`config.mk`:
```
export PLATFORM = sky130hd
export DESIGN_NAME = pae_phy_tx_entry
export DESIGN_NICKNAME = d
export VERILOG_FILES = /design/src/rtl/pae_phy_tx_entry.v /design/src/rtl/pae_addr_map.v /design/src/rtl/pae_enc_4b5b.v
export VERILOG_INCLUDE_DIRS = /design/src /design/src/rtl
export SDC_FILE = /design/constraint.sdc
export NUM_CORES = 1
export LEC_CHECK = 0
export BUFFER_PORTS_ARGS = -buffer_cell sky130_fd_sc_hd__clkbuf_2
export CAP_MARGIN = 10
export CELL_PAD_IN_SITES_DETAIL_PLACEMENT = 1
export CELL_PAD_IN_SITES_GLOBAL_PLACEMENT = 2
export CORE_UTILIZATION = 31
export DETAILED_ROUTE_END_ITERATION = 16
export GPL_ROUTABILITY_DRIVEN = 0
export PLACE_DENSITY = 0.77
export REMOVE_ABC_BUFFERS = 1
export SLEW_MARGIN = 30
export SYNTH_ARGS = -nofsm -noshare
export SYNTH_HDL_FRONTEND = slang
export SYNTH_SLANG_ARGS = --single-unit
```
`constraint.sdc`:
```
create_clock -name CLK -period 2.2 [get_ports CLK]
set_input_delay 0 -clock CLK [delete_from_list [all_inputs] [get_ports CLK]]
set_output_delay 0 -clock CLK [all_outputs]
set_load 0.02 [all_outputs]
```
`src/rtl/pae_defs.vh`:
```
// constants for the phy addressing and 4b/5b transmit entry
`ifndef PAE_DEFS_VH
`define PAE_DEFS_VH

// 4b/5b data code groups, nibble 0 to f
`define PAE_CG_D0 5'h1e
`define PAE_CG_D1 5'h09
`define PAE_CG_D2 5'h14
`define PAE_CG_D3 5'h15
`define PAE_CG_D4 5'h0a
`define PAE_CG_D5 5'h0b
`define PAE_CG_D6 5'h0e
`define PAE_CG_D7 5'h0f
`define PAE_CG_D8 5'h12
`define PAE_CG_D9 5'h13
`define PAE_CG_DA 5'h16
`define PAE_CG_DB 5'h17
`define PAE_CG_DC 5'h1a
`define PAE_CG_DD 5'h1b
`define PAE_CG_DE 5'h1c
`define PAE_CG_DF 5'h1d

// control code groups
// (RULE14) control groups outside data set
`define PAE_CG_IDLE 5'h1f
`define PAE_CG_START_J 5'h18
`define PAE_CG_START_K 5'h11
`define PAE_CG_END_T 5'h0d
`define PAE_CG_END_R 5'h07
`define PAE_CG_TXERR 5'h04

// default management addresses, strap low and strap high
`define PAE_ADDR_VPHY_S0 5'h00
`define PAE_ADDR_P1_S0 5'h01
`define PAE_ADDR_P2_S0 5'h02
`define PAE_ADDR_VPHY_S1 5'h01
`define PAE_ADDR_P1_S1 5'h02
`define PAE_ADDR_P2_S1 5'h03

// management register indices
`define PAE_REG_CTRL 5'h00
`define PAE_REG_STAT 5'h01
`define PAE_REG_SMODE 5'h12

// control register fields and reset value
`define PAE_CTRL_RESET_BIT 15
`define PAE_CTRL_SPEED_BIT 13
`define PAE_CTRL_DUPLEX_BIT 8
`define PAE_CTRL_DEFAULT 16'h3100

// status register: abilities and link bit
`define PAE_STAT_ABILITY 16'h7800
`define PAE_STAT_LINK_BIT 2

// special modes register address field
`define PAE_SMODE_ADDR_MSB 4
`define PAE_SMODE_ADDR_LSB 0

`endif

```
`src/rtl/pae_phy_tx_entry.v`:
```
// phy management addressing, register set and transmit encoders for two ports
// Functional notes
// (RULE1) each port phy has its own mii
// (RULE2) virtual phy shows port 0 as one phy
// (RULE3) full/half duplex at 100 or 10 mbps
// (RULE4) standard management registers, indirect or direct
// (RULE5) strap picks default management addresses
// (RULE6) software overrides port 1 and 2 addresses
// (RULE7) software keeps addresses unique, no check
// (RULE8) strap latched at reset release only
// (RULE9) mac drives nibbles, enable and error
// (RULE10) each nibble becomes one code group
// (RULE11) nibbles 0 to 2 code groups
// (RULE12) nibbles 3 to 5 code groups
// (RULE13) only sixteen patterns carry data
// (RULE14) idle and error symbols differ from data
// (RULE15) idle while transmit enable low
// (RULE16) start pair on enable rise
// (RULE17) end pair on enable fall
// (RULE18) transmit error sends error symbol
// (RULE19) one code group per nibble clock
// (RULE20) nibbles 6 to f standard table
`timescale 1ns/10ps
`include "pae_defs.vh"

module pae_phy_tx_entry (
    // clock and reset
    input wire CLK,
    input wire RESET,
    // configuration strap
    input wire ADDR_SEL_STRAP,
    // management access
    input wire MGMT_REQ,
    input wire MGMT_WRITE,
    input wire MGMT_DIRECT_VPHY,
    input wire [4:0] MGMT_PHY_ADDR,
    input wire [4:0] MGMT_REG_ADDR,
    input wire [15:0] MGMT_WDATA,
    output reg [15:0] MGMT_RDATA,
    output reg MGMT_RVALID,
    output reg [2:0] MGMT_HIT,
    // current management addresses
    output wire [4:0] VPHY_ADDR,
    output wire [4:0] P1_ADDR,
    output wire [4:0] P2_ADDR,
    // operating modes
    output wire VPHY_SPEED_100,
    output wire VPHY_FULL_DUPLEX,
    output wire P1_SPEED_100,
    output wire P1_FULL_DUPLEX,
    output wire P2_SPEED_100,
    output wire P2_FULL_DUPLEX,
    // line status
    input wire P1_LINK_UP,
    input wire P2_LINK_UP,
    // port 1 mii transmit
    input wire [3:0] P1_TXD,
    input wire P1_TX_EN,
    input wire P1_TX_ER,
    output wire [4:0] P1_CODE_GROUP,
    output wire P1_IN_FRAME,
    // port 2 mii transmit
    input wire [3:0] P2_TXD,
    input wire P2_TX_EN,
    input wire P2_TX_ER,
    output wire [4:0] P2_CODE_GROUP,
    output wire P2_IN_FRAME,
    // port 1 receive nibbles from line side
    input wire [3:0] P1_LINE_RXD,
    input wire P1_LINE_RX_DV,
    input wire P1_LINE_RX_ER,
    output reg [3:0] P1_RXD,
    output reg P1_RX_DV,
    output reg P1_RX_ER,
    // port 2 receive nibbles from line side
    input wire [3:0] P2_LINE_RXD,
    input wire P2_LINE_RX_DV,
    input wire P2_LINE_RX_ER,
    output reg [3:0] P2_RXD,
    output reg P2_RX_DV,
    output reg P2_RX_ER
);

    localparam integer NUM_PHY = 3;

    wire [4:0] vphy_addr;
    wire [4:0] p1_addr;
    wire [4:0] p2_addr;
    wire [14:0] addr_flat;
    wire [47:0] rd_flat;
    wire [2:0] link_vec;
    wire [2:0] hit;
    wire [2:0] wr_ctrl;
    wire ovr1_wr;
    wire ovr2_wr;
    wire mgmt_wr;
    wire [2:0] speed_vec;
    wire [2:0] duplex_vec;
    reg [15:0] next_rdata;

    function reg_is;
        input [4:0] reg_addr;
        input [4:0] idx;
        begin
            reg_is = (reg_addr == idx);
        end
    endfunction

    function [15:0] reg_value;
        input [4:0] reg_addr;
        input [15:0] ctrl;
        input link;
        input [4:0] addr;
        begin
            if (reg_is(reg_addr, `PAE_REG_CTRL)) begin
                reg_value = ctrl;
            end else if (reg_is(reg_addr, `PAE_REG_STAT)) begin
                reg_value = `PAE_STAT_ABILITY | ({15'h0000, link} << `PAE_STAT_LINK_BIT);
            end else if (reg_is(reg_addr, `PAE_REG_SMODE)) begin
                reg_value = {11'h000, addr};
            end else begin
                reg_value = 16'h0000;
            end
        end
    endfunction

    // overrides persist until reset, which restores strap defaults
    // (RULE5) strap defaults and overrides
    pae_addr_map u_addr (
        .clk(CLK),
        .reset(RESET),
        .addr_sel_strap(ADDR_SEL_STRAP),
        .ovr1_wr(ovr1_wr),
        .ovr2_wr(ovr2_wr),
        .ovr_data(MGMT_WDATA[`PAE_SMODE_ADDR_MSB:`PAE_SMODE_ADDR_LSB]),
        .vphy_addr(vphy_addr),
        .p1_addr(p1_addr),
        .p2_addr(p2_addr)
    );

    assign VPHY_ADDR = vphy_addr;
    assign P1_ADDR = p1_addr;
    assign P2_ADDR = p2_addr;
    assign addr_flat = {p2_addr, p1_addr, vphy_addr};

    // (RULE2) virtual phy link always up toward host mac
    assign link_vec = {P2_LINK_UP, P1_LINK_UP, 1'b1};

    // (RULE4) direct access reaches virtual phy only, else address match
    // duplicated addresses let several phys match at once
    assign hit[0] = MGMT_DIRECT_VPHY | (MGMT_PHY_ADDR == vphy_addr);
    assign hit[1] = ~MGMT_DIRECT_VPHY & (MGMT_PHY_ADDR == p1_addr);
    assign hit[2] = ~MGMT_DIRECT_VPHY & (MGMT_PHY_ADDR == p2_addr);

    // (RULE7) duplicate addresses all take the write
    assign mgmt_wr = MGMT_REQ & MGMT_WRITE;

    // (RULE6) special-modes writes move port addresses
    assign ovr1_wr = mgmt_wr & hit[1] & reg_is(MGMT_REG_ADDR, `PAE_REG_SMODE);
    assign ovr2_wr = mgmt_wr & hit[2] & reg_is(MGMT_REG_ADDR, `PAE_REG_SMODE);

    genvar i;
    generate
        for (i = 0; i < NUM_PHY; i = i + 1) begin : g_phy
            reg [15:0] ctrl;
            reg [15:0] next_ctrl;
            wire [15:0] rd_val;

            assign wr_ctrl[i] = mgmt_wr & hit[i] & reg_is(MGMT_REG_ADDR, `PAE_REG_CTRL);

            // (RULE3) speed and duplex from control register
            assign speed_vec[i] = ctrl[`PAE_CTRL_SPEED_BIT];
            assign duplex_vec[i] = ctrl[`PAE_CTRL_DUPLEX_BIT];

            // soft reset restores defaults and self clears
            always @* begin
                next_ctrl = ctrl;
                if (wr_ctrl[i]) begin
                    next_ctrl = MGMT_WDATA & ~(16'h0001 << `PAE_CTRL_RESET_BIT);
                end
                if (wr_ctrl[i] & MGMT_WDATA[`PAE_CTRL_RESET_BIT]) begin
                    next_ctrl = `PAE_CTRL_DEFAULT;
                end
            end

            always @(posedge CLK) begin
                if (RESET) begin
                    ctrl <= `PAE_CTRL_DEFAULT;
                end else begin
                    ctrl <= next_ctrl;
                end
            end

            // (RULE4) register view of this phy
            assign rd_val = reg_value(MGMT_REG_ADDR, ctrl, link_vec[i], addr_flat[5*i+4:5*i]);
            assign rd_flat[16*i+15:16*i] = rd_val;
        end
    endgenerate

    assign VPHY_SPEED_100 = speed_vec[0];
    assign VPHY_FULL_DUPLEX = duplex_vec[0];
    assign P1_SPEED_100 = speed_vec[1];
    assign P1_FULL_DUPLEX = duplex_vec[1];
    assign P2_SPEED_100 = speed_vec[2];
    assign P2_FULL_DUPLEX = duplex_vec[2];

    // (RULE4) read answers lowest-numbered matching phy
    // later tests win, so the lowest bit has priority
    always @* begin
        next_rdata = 16'h0000;
        if (hit[2]) begin
            next_rdata = rd_flat[47:32];
        end
        if (hit[1]) begin
            next_rdata = rd_flat[31:16];
        end
        if (hit[0]) begin
            next_rdata = rd_flat[15:0];
        end
    end

    // (RULE4) read pulse one cycle after request
    always @(posedge CLK) begin
        if (RESET) begin
            MGMT_RVALID <= 1'b0;
        end else begin
            MGMT_RVALID <= MGMT_REQ & ~MGMT_WRITE;
        end
    end

    // every matching phy reported, writes included
    always @(posedge CLK) begin
        if (RESET) begin
            MGMT_HIT <= 3'h0;
        end else if (MGMT_REQ) begin
            MGMT_HIT <= hit;
        end else begin
            MGMT_HIT <= 3'h0;
        end
    end

    // read data holds until the next read
    always @(posedge CLK) begin
        if (RESET) begin
            MGMT_RDATA <= 16'h0000;
        end else if (MGMT_REQ & ~MGMT_WRITE) begin
            MGMT_RDATA <= next_rdata;
        end
    end

    // encoders run in either speed mode; speed is only reported
    // (RULE9) mac-driven nibbles into each encoder
    // (RULE1) port 1 transmit path
    pae_enc_4b5b u_enc_p1 (
        .clk(CLK),
        .reset(RESET),
        .txd(P1_TXD),
        .tx_en(P1_TX_EN),
        .tx_er(P1_TX_ER),
        .code_group(P1_CODE_GROUP),
        .in_frame(P1_IN_FRAME)
    );

    // (RULE1) port 2 transmit path
    pae_enc_4b5b u_enc_p2 (
        .clk(CLK),
        .reset(RESET),
        .txd(P2_TXD),
        .tx_en(P2_TX_EN),
        .tx_er(P2_TX_ER),
        .code_group(P2_CODE_GROUP),
        .in_frame(P2_IN_FRAME)
    );

    // (RULE1) receive nibbles back to port 1 mac
    always @(posedge CLK) begin
        if (RESET) begin
            P1_RXD <= 4'h0;
            P1_RX_DV <= 1'b0;
            P1_RX_ER <= 1'b0;
        end else begin
            P1_RXD <= P1_LINE_RXD;
            P1_RX_DV <= P1_LINE_RX_DV;
            P1_RX_ER <= P1_LINE_RX_ER;
        end
    end

    // (RULE1) receive nibbles back to port 2 mac
    always @(posedge CLK) begin
        if (RESET) begin
            P2_RXD <= 4'h0;
            P2_RX_DV <= 1'b0;
            P2_RX_ER <= 1'b0;
        end else begin
            P2_RXD <= P2_LINE_RXD;
            P2_RX_DV <= P2_LINE_RX_DV;
            P2_RX_ER <= P2_LINE_RX_ER;
        end
    end

endmodule

```
`src/rtl/pae_addr_map.v`:
```
// strap-latched default management addresses with per-port overrides
`timescale 1ns/10ps
`include "pae_defs.vh"

module pae_addr_map (
    // clock and reset
    input wire clk,
    input wire reset,
    // strap
    input wire addr_sel_strap,
    // overrides from special-modes writes
    input wire ovr1_wr,
    input wire ovr2_wr,
    input wire [4:0] ovr_data,
    // resulting addresses
    output wire [4:0] vphy_addr,
    output wire [4:0] p1_addr,
    output wire [4:0] p2_addr
);

    reg armed;
    reg strap_q;
    reg ovr1_set;
    reg ovr2_set;
    reg [4:0] ovr1_addr;
    reg [4:0] ovr2_addr;

    // (RULE8) strap caught once at release
    always @(posedge clk) begin
        if (reset) begin
            armed <= 1'b1;
            strap_q <= 1'b0;
        end else if (armed) begin
            armed <= 1'b0;
            strap_q <= addr_sel_strap;
        end
    end

    // (RULE6) software address override
    always @(posedge clk) begin
        if (reset) begin
            ovr1_set <= 1'b0;
            ovr2_set <= 1'b0;
            ovr1_addr <= `PAE_ADDR_P1_S0;
            ovr2_addr <= `PAE_ADDR_P2_S0;
        end else begin
            if (ovr1_wr) begin
                ovr1_set <= 1'b1;
                ovr1_addr <= ovr_data;
            end
            if (ovr2_wr) begin
                ovr2_set <= 1'b1;
                ovr2_addr <= ovr_data;
            end
        end
    end

    // (RULE5) strap selects default table
    assign vphy_addr = strap_q ? `PAE_ADDR_VPHY_S1 : `PAE_ADDR_VPHY_S0;
    assign p1_addr = ovr1_set ? ovr1_addr : (strap_q ? `PAE_ADDR_P1_S1 : `PAE_ADDR_P1_S0);
    assign p2_addr = ovr2_set ? ovr2_addr : (strap_q ? `PAE_ADDR_P2_S1 : `PAE_ADDR_P2_S0);

endmodule

```
`src/rtl/pae_enc_4b5b.v`:
```
// 4b/5b transmit encoder with stream delimiters and error symbol
`timescale 1ns/10ps
`include "pae_defs.vh"

module pae_enc_4b5b (
    // clock and reset
    input wire clk,
    input wire reset,
    // mii transmit side
    input wire [3:0] txd,
    input wire tx_en,
    input wire tx_er,
    // code group stream
    output reg [4:0] code_group,
    output wire in_frame
);

    localparam [3:0] ST_IDLE = 4'h1;
    localparam [3:0] ST_START_K = 4'h2;
    localparam [3:0] ST_DATA = 4'h4;
    localparam [3:0] ST_END_R = 4'h8;

    reg [3:0] state;

    // (RULE13) sixteen data code groups
    // (RULE20) full data table
    function [4:0] data_code;
        input [3:0] nib;
        begin
            case (nib)
                // (RULE11) nibbles 0 to 2
                4'h0: data_code = `PAE_CG_D0;
                4'h1: data_code = `PAE_CG_D1;
                4'h2: data_code = `PAE_CG_D2;
                // (RULE12) nibbles 3 to 5
                4'h3: data_code = `PAE_CG_D3;
                4'h4: data_code = `PAE_CG_D4;
                4'h5: data_code = `PAE_CG_D5;
                4'h6: data_code = `PAE_CG_D6;
                4'h7: data_code = `PAE_CG_D7;
                4'h8: data_code = `PAE_CG_D8;
                4'h9: data_code = `PAE_CG_D9;
                4'ha: data_code = `PAE_CG_DA;
                4'hb: data_code = `PAE_CG_DB;
                4'hc: data_code = `PAE_CG_DC;
                4'hd: data_code = `PAE_CG_DD;
                4'he: data_code = `PAE_CG_DE;
                default: data_code = `PAE_CG_DF;
            endcase
        end
    endfunction

    assign in_frame = ~state[0];

    // (RULE19) one code group per clock
    always @(posedge clk) begin
        if (reset) begin
            state <= ST_IDLE;
            code_group <= `PAE_CG_IDLE;
        end else begin
            case (state)
                ST_IDLE: begin
                    if (tx_en) begin
                        // (RULE16) start pair replaces preamble
                        code_group <= `PAE_CG_START_J;
                        state <= ST_START_K;
                    end else begin
                        // (RULE15) idle while enable low
                        code_group <= `PAE_CG_IDLE;
                    end
                end
                ST_START_K: begin
                    code_group <= `PAE_CG_START_K;
                    state <= ST_DATA;
                end
                ST_DATA: begin
                    if (!tx_en) begin
                        // (RULE17) end pair on enable fall
                        code_group <= `PAE_CG_END_T;
                        state <= ST_END_R;
                    end else if (tx_er) begin
                        // (RULE18) error symbol replaces data
                        code_group <= `PAE_CG_TXERR;
                    end else begin
                        // (RULE10) nibble mapped to code group
                        code_group <= data_code(txd);
                    end
                end
                ST_END_R: begin
                    code_group <= `PAE_CG_END_R;
                    state <= ST_IDLE;
                end
                default: begin
                    code_group <= `PAE_CG_IDLE;
                    state <= ST_IDLE;
                end
            endcase
        end
    end

endmodule

```
==> Implementation_results.wiki <==
{| class="wikitable"
! Metric !! Value
|-
| Max capacitance violation total || 0
|-
| First-pass GRT wire length || 25.45 mm
|-
| Most common cell after layout, fill and taps aside || clkbuf_2
|-
| Total iterations of the first detailed-routing run || 5
|-
| Synth-to-Final Area Change || 29.55%
|-
| Placed Area || 5833 µm²
|-
| Clock sink total || 108
|-
| Type of element launching the critical path || flop
|-
| Summed instance area of the synthesized netlist || slightly below 5000 µm²
|-
| Transition time at the pin with the least slew margin || 0.8354 ns
|-
| Fmax || between 0.4 and 0.5 GHz
|-
| Most used DFF post-synth || dfxtp_1
|-
| Worst IR Drop VDD || 0.0004262 V
|-
| Worst Setup SP || u_addr.ovr2_set
|-
| Hold slack final || 0.03200 ns
|-
| Maximum number of buffers from clock root to sink || 2
|-
| Yosys warning total || 0
|-
| Storage element area || ~2200 µm²
|-
| Clock tree from TritonCTS || built
|-
| Sequential fraction of the synthesis area || 0.4390
|-
| Required time reported for the critical path endpoint || 2.44 ns
|-
| Worst Path Max Fanout || 17
|-
| Cell Rows || 45
|-
| Unrepaired setup endpoints after global routing || no
|-
| Die Footprint || 16390 µm²
|-
| Die extent in x || 128.0 µm
|-
| Slew HR || 0.4431
|-
| GRT Total Usage || 0.2000
|-
| Quantity of I/O buffers inserted on ports || 117
|-
| Worst Setup EP || g_phy[2].ctrl[5]
|-
| Count of cells along the worst register-to-register path || 8
|-
| Post-DRT Antenna Nets || 0
|-
| Detailed-route via count || 4705
|-
| Y dimension of the die || 128.0 µm
|-
| Commonest cells after routing, fill and taps aside || 116 x clkbuf_2, 107 x dfxtp_1, 78 x nor2_1
|-
| Post-synthesis sequential element count || about 110
|-
| Clock Root Buffer || clkbuf_16
|-
| Overall power || between 3000 and 4000 µW
|-
| Capture instance of the worst register-to-register path || g_phy[2].ctrl[5]
|-
| Critical path's slowest cell || dfxtp_2
|-
| CP peak stage delay || 0.41 ns
|-
| Post-detailed-placement half-perimeter wirelength || 11.14 mm
|-
| Post-layout net count || 766
|-
| Hold violation count in the final report || 0
|-
| Setup Crit Path Kind || flop to flop
|-
| Reg2Reg Setup Slack || roughly 0.16 ns
|-
| Largest net degree at the start of global routing || 45
|-
| Cells along the critical path || and2_1 -> xnor2_1 -> o211ai_2 -> buf_4 -> nor3_4 -> buf_12 -> mux2i_1 -> nor2_1
|-
| Multi-input gate area in the final layout || 2529 µm²
|-
| Final critical path time including I/O delays and setup || 2.043 ns
|-
| Distinct cells, synth || 60
|-
| Power density relative to cell area || 623.2 nW/µm²
|-
| Outcome || finished, final reports clean
|-
| Max Transition Viols Final || 0
|-
| Post-route standard cell area excluding fillers || 6380 µm²
|-
| Total wire length || 15.61 mm
|-
| Clock slew at reported path FFs || 0.07 ns
|-
| Final worst path period share || 0.9288
|-
| Count of endpoints failing setup in the final report || 0
|-
| CP Capture Type || flop
|-
| Final Util || 0.4151
|-
| Number of top-level pins || 123
|-
| Maximum level of the CTS H-tree || 3
|-
| CP Data Arrival Time || 2.28 ns
|-
| FILL cells || between 1500 and 2000
|-
| Async set-or-reset flop fraction in the synthesized netlist || 0
|-
| Area of the core || 15370 µm²
|-
| Number of antenna violations at the first check in global routing || 0
|-
| Number of synthesized flops with an enable pin || 0
|-
| Number of buffers inserted during clock tree synthesis || 9
|-
| Class of the worst hold path || input pin to flop
|-
| Initial detailed-routing violation count || 137
|-
| Mean cell area of the mapped netlist || 8.747 µm²
|-
| Clock insertion delay at the later pin of the skew report || between 0.3 and 0.4 ns
|-
| Post-detailed-route DRC marker count || 0
|-
| Initial core utilization || 0.3204
|-
| Total negative slack || 0 ns
|-
| Remaining Overflow, GRT || 0
|-
| Layout cell share with drive strength beyond 1 || 0.2539
|-
| Vias in the first global route || 4967
|-
| RR Startpoint || u_addr.ovr2_set
|-
| Worst setup skew after layout || ~0.010 ns
|-
| Static Leak || roughly 0.0027 µW
|-
| Instance count of the mapped netlist || 563
|-
| Mean routed wirelength per cell || ~17 µm
|-
| Antenna cell count || 0
|-
| Drt via density || 5.092
|}
==> worst max-delay path: cells and delay by family, from the launching register on <==
family                    cells  cell delay, ns
AOI/OAI and AO/OA             1            0.15
xor gates and xnor gates      1            0.17
buffers and inverters         2            0.38
DFF                           1            0.41
muxes                         1            0.20
and+or+nand+nor               3            0.59
==> flip-flops by register name (all words and copies together) (netlist names), 3 cells and up <==
register,flops
P1_RXD,4
u_enc_p2.state,4
u_enc_p1.state,4
MGMT_RDATA,15
u_enc_p2.code_group,5
P2_RXD,4
u_addr.ovr2_addr,5
u_addr.ovr1_addr,5
MGMT_HIT,3
g_phy.ctrl,45
u_enc_p1.code_group,5
==> Yosys cell counts (6+ instances only) <==
library cell	n	area share
a211o_1	7	0.012
a211oi_1	10	0.015
a21oi_1	33	0.034
a221oi_1	10	0.018
a22o_1	9	0.016
and2_1	9	0.011
and3_1	6	0.0076
buf_4	10	0.015
clkbuf_1	27	0.021
dfxtp_1	108	0.44
inv_1	16	0.012
mux2i_1	35	0.071
nand2_1	47	0.036
nand2b_1	6	0.0076
nand3_1	8	0.0081
nor2_1	79	0.060
nor2b_1	32	0.041
nor3_1	9	0.0091
o211ai_1	6	0.0091
o21ai_0	25	0.025
==> cells by family after synthesis <==
kind of cell,synth area share
buffers and inverters,0.05386
and+or+nand+nor,0.2127
AOI/OAI and AO/OA,0.2005
xor gates and xnor gates,0.01067
DFF,0.4390
other,0.0007615
muxes,0.08257
==> per-layer routing <==
metal / GRT usage / share of wire / vias up
li1: - / - / 2263
met1: 0.2461 / 0.46 / 2309
met2: 0.3481 / 0.48 / 116
met3: 0.05301 / 0.049 / 17
met4: 0.04429 / 0.011 / 0
met5: 0 / 0 / -
==> layout make-up <==
| class | count | area share |
|---|---|---|
| clock buffers | 12 | 0.03707 |
| clock inverters | 4 | 0.004118 |
| inverters | 16 | 0.009414 |
| multi-input cells | 401 | 0.3964 |
| flip-flops and latches | 108 | 0.3391 |
| well taps | 211 | 0.04138 |
| repair buffers | 172 | 0.1726 |
==> worst min path at each step <==
stage	from	end	slack, ns	depth (start not counted)
after floorplan	RESET	u_addr.armed	0.03	0
after CTS	MGMT_REQ	MGMT_HIT[0]	0.009	3
after global routing	P2_TXD[1]	u_enc_p2.code_group[2]	0.03	3
after detailed placement	P1_LINE_RXD[1]	P1_RXD[1]	0.22	2
after global placement	P2_LINE_RXD[1]	P2_RXD[1]	0.21	2
final	P2_TXD[1]	u_enc_p2.code_group[2]	0.03	3
==> what timing repair did <==
action / 4_1_cts / 5_1_grt
hold buffers: 26 / 0
endpoints found under the setup margin: 0 / 27
buffers inserted: 0 / 2
hold endpoints to repair: 36 / 0
gates resized for setup: 0 / 3
==> metrics by stage <==
step,cells,setup slack [ns]
4_1_cts,922,0.005064
5_1_grt,924,0.003850
3_5_place_dp,880,0.05112
6_report,924,0.1567
3_3_place_gp,880,0.1291
2_1_floorplan,525,-0.0008040
==> where the power goes <==
| group | total [µW] | internal, µW | leakage (µW) | switching (µW) |
|---|---|---|---|---|
| Sequential | 2010 | 1990 | 0.000878 | 23.9 |
| Combinational | 470 | 188 | 0.00167 | 283 |
| Clock | 1490 | 768 | 0.000127 | 723 |
Note: power is estimated with default switching activity, not from simulation.
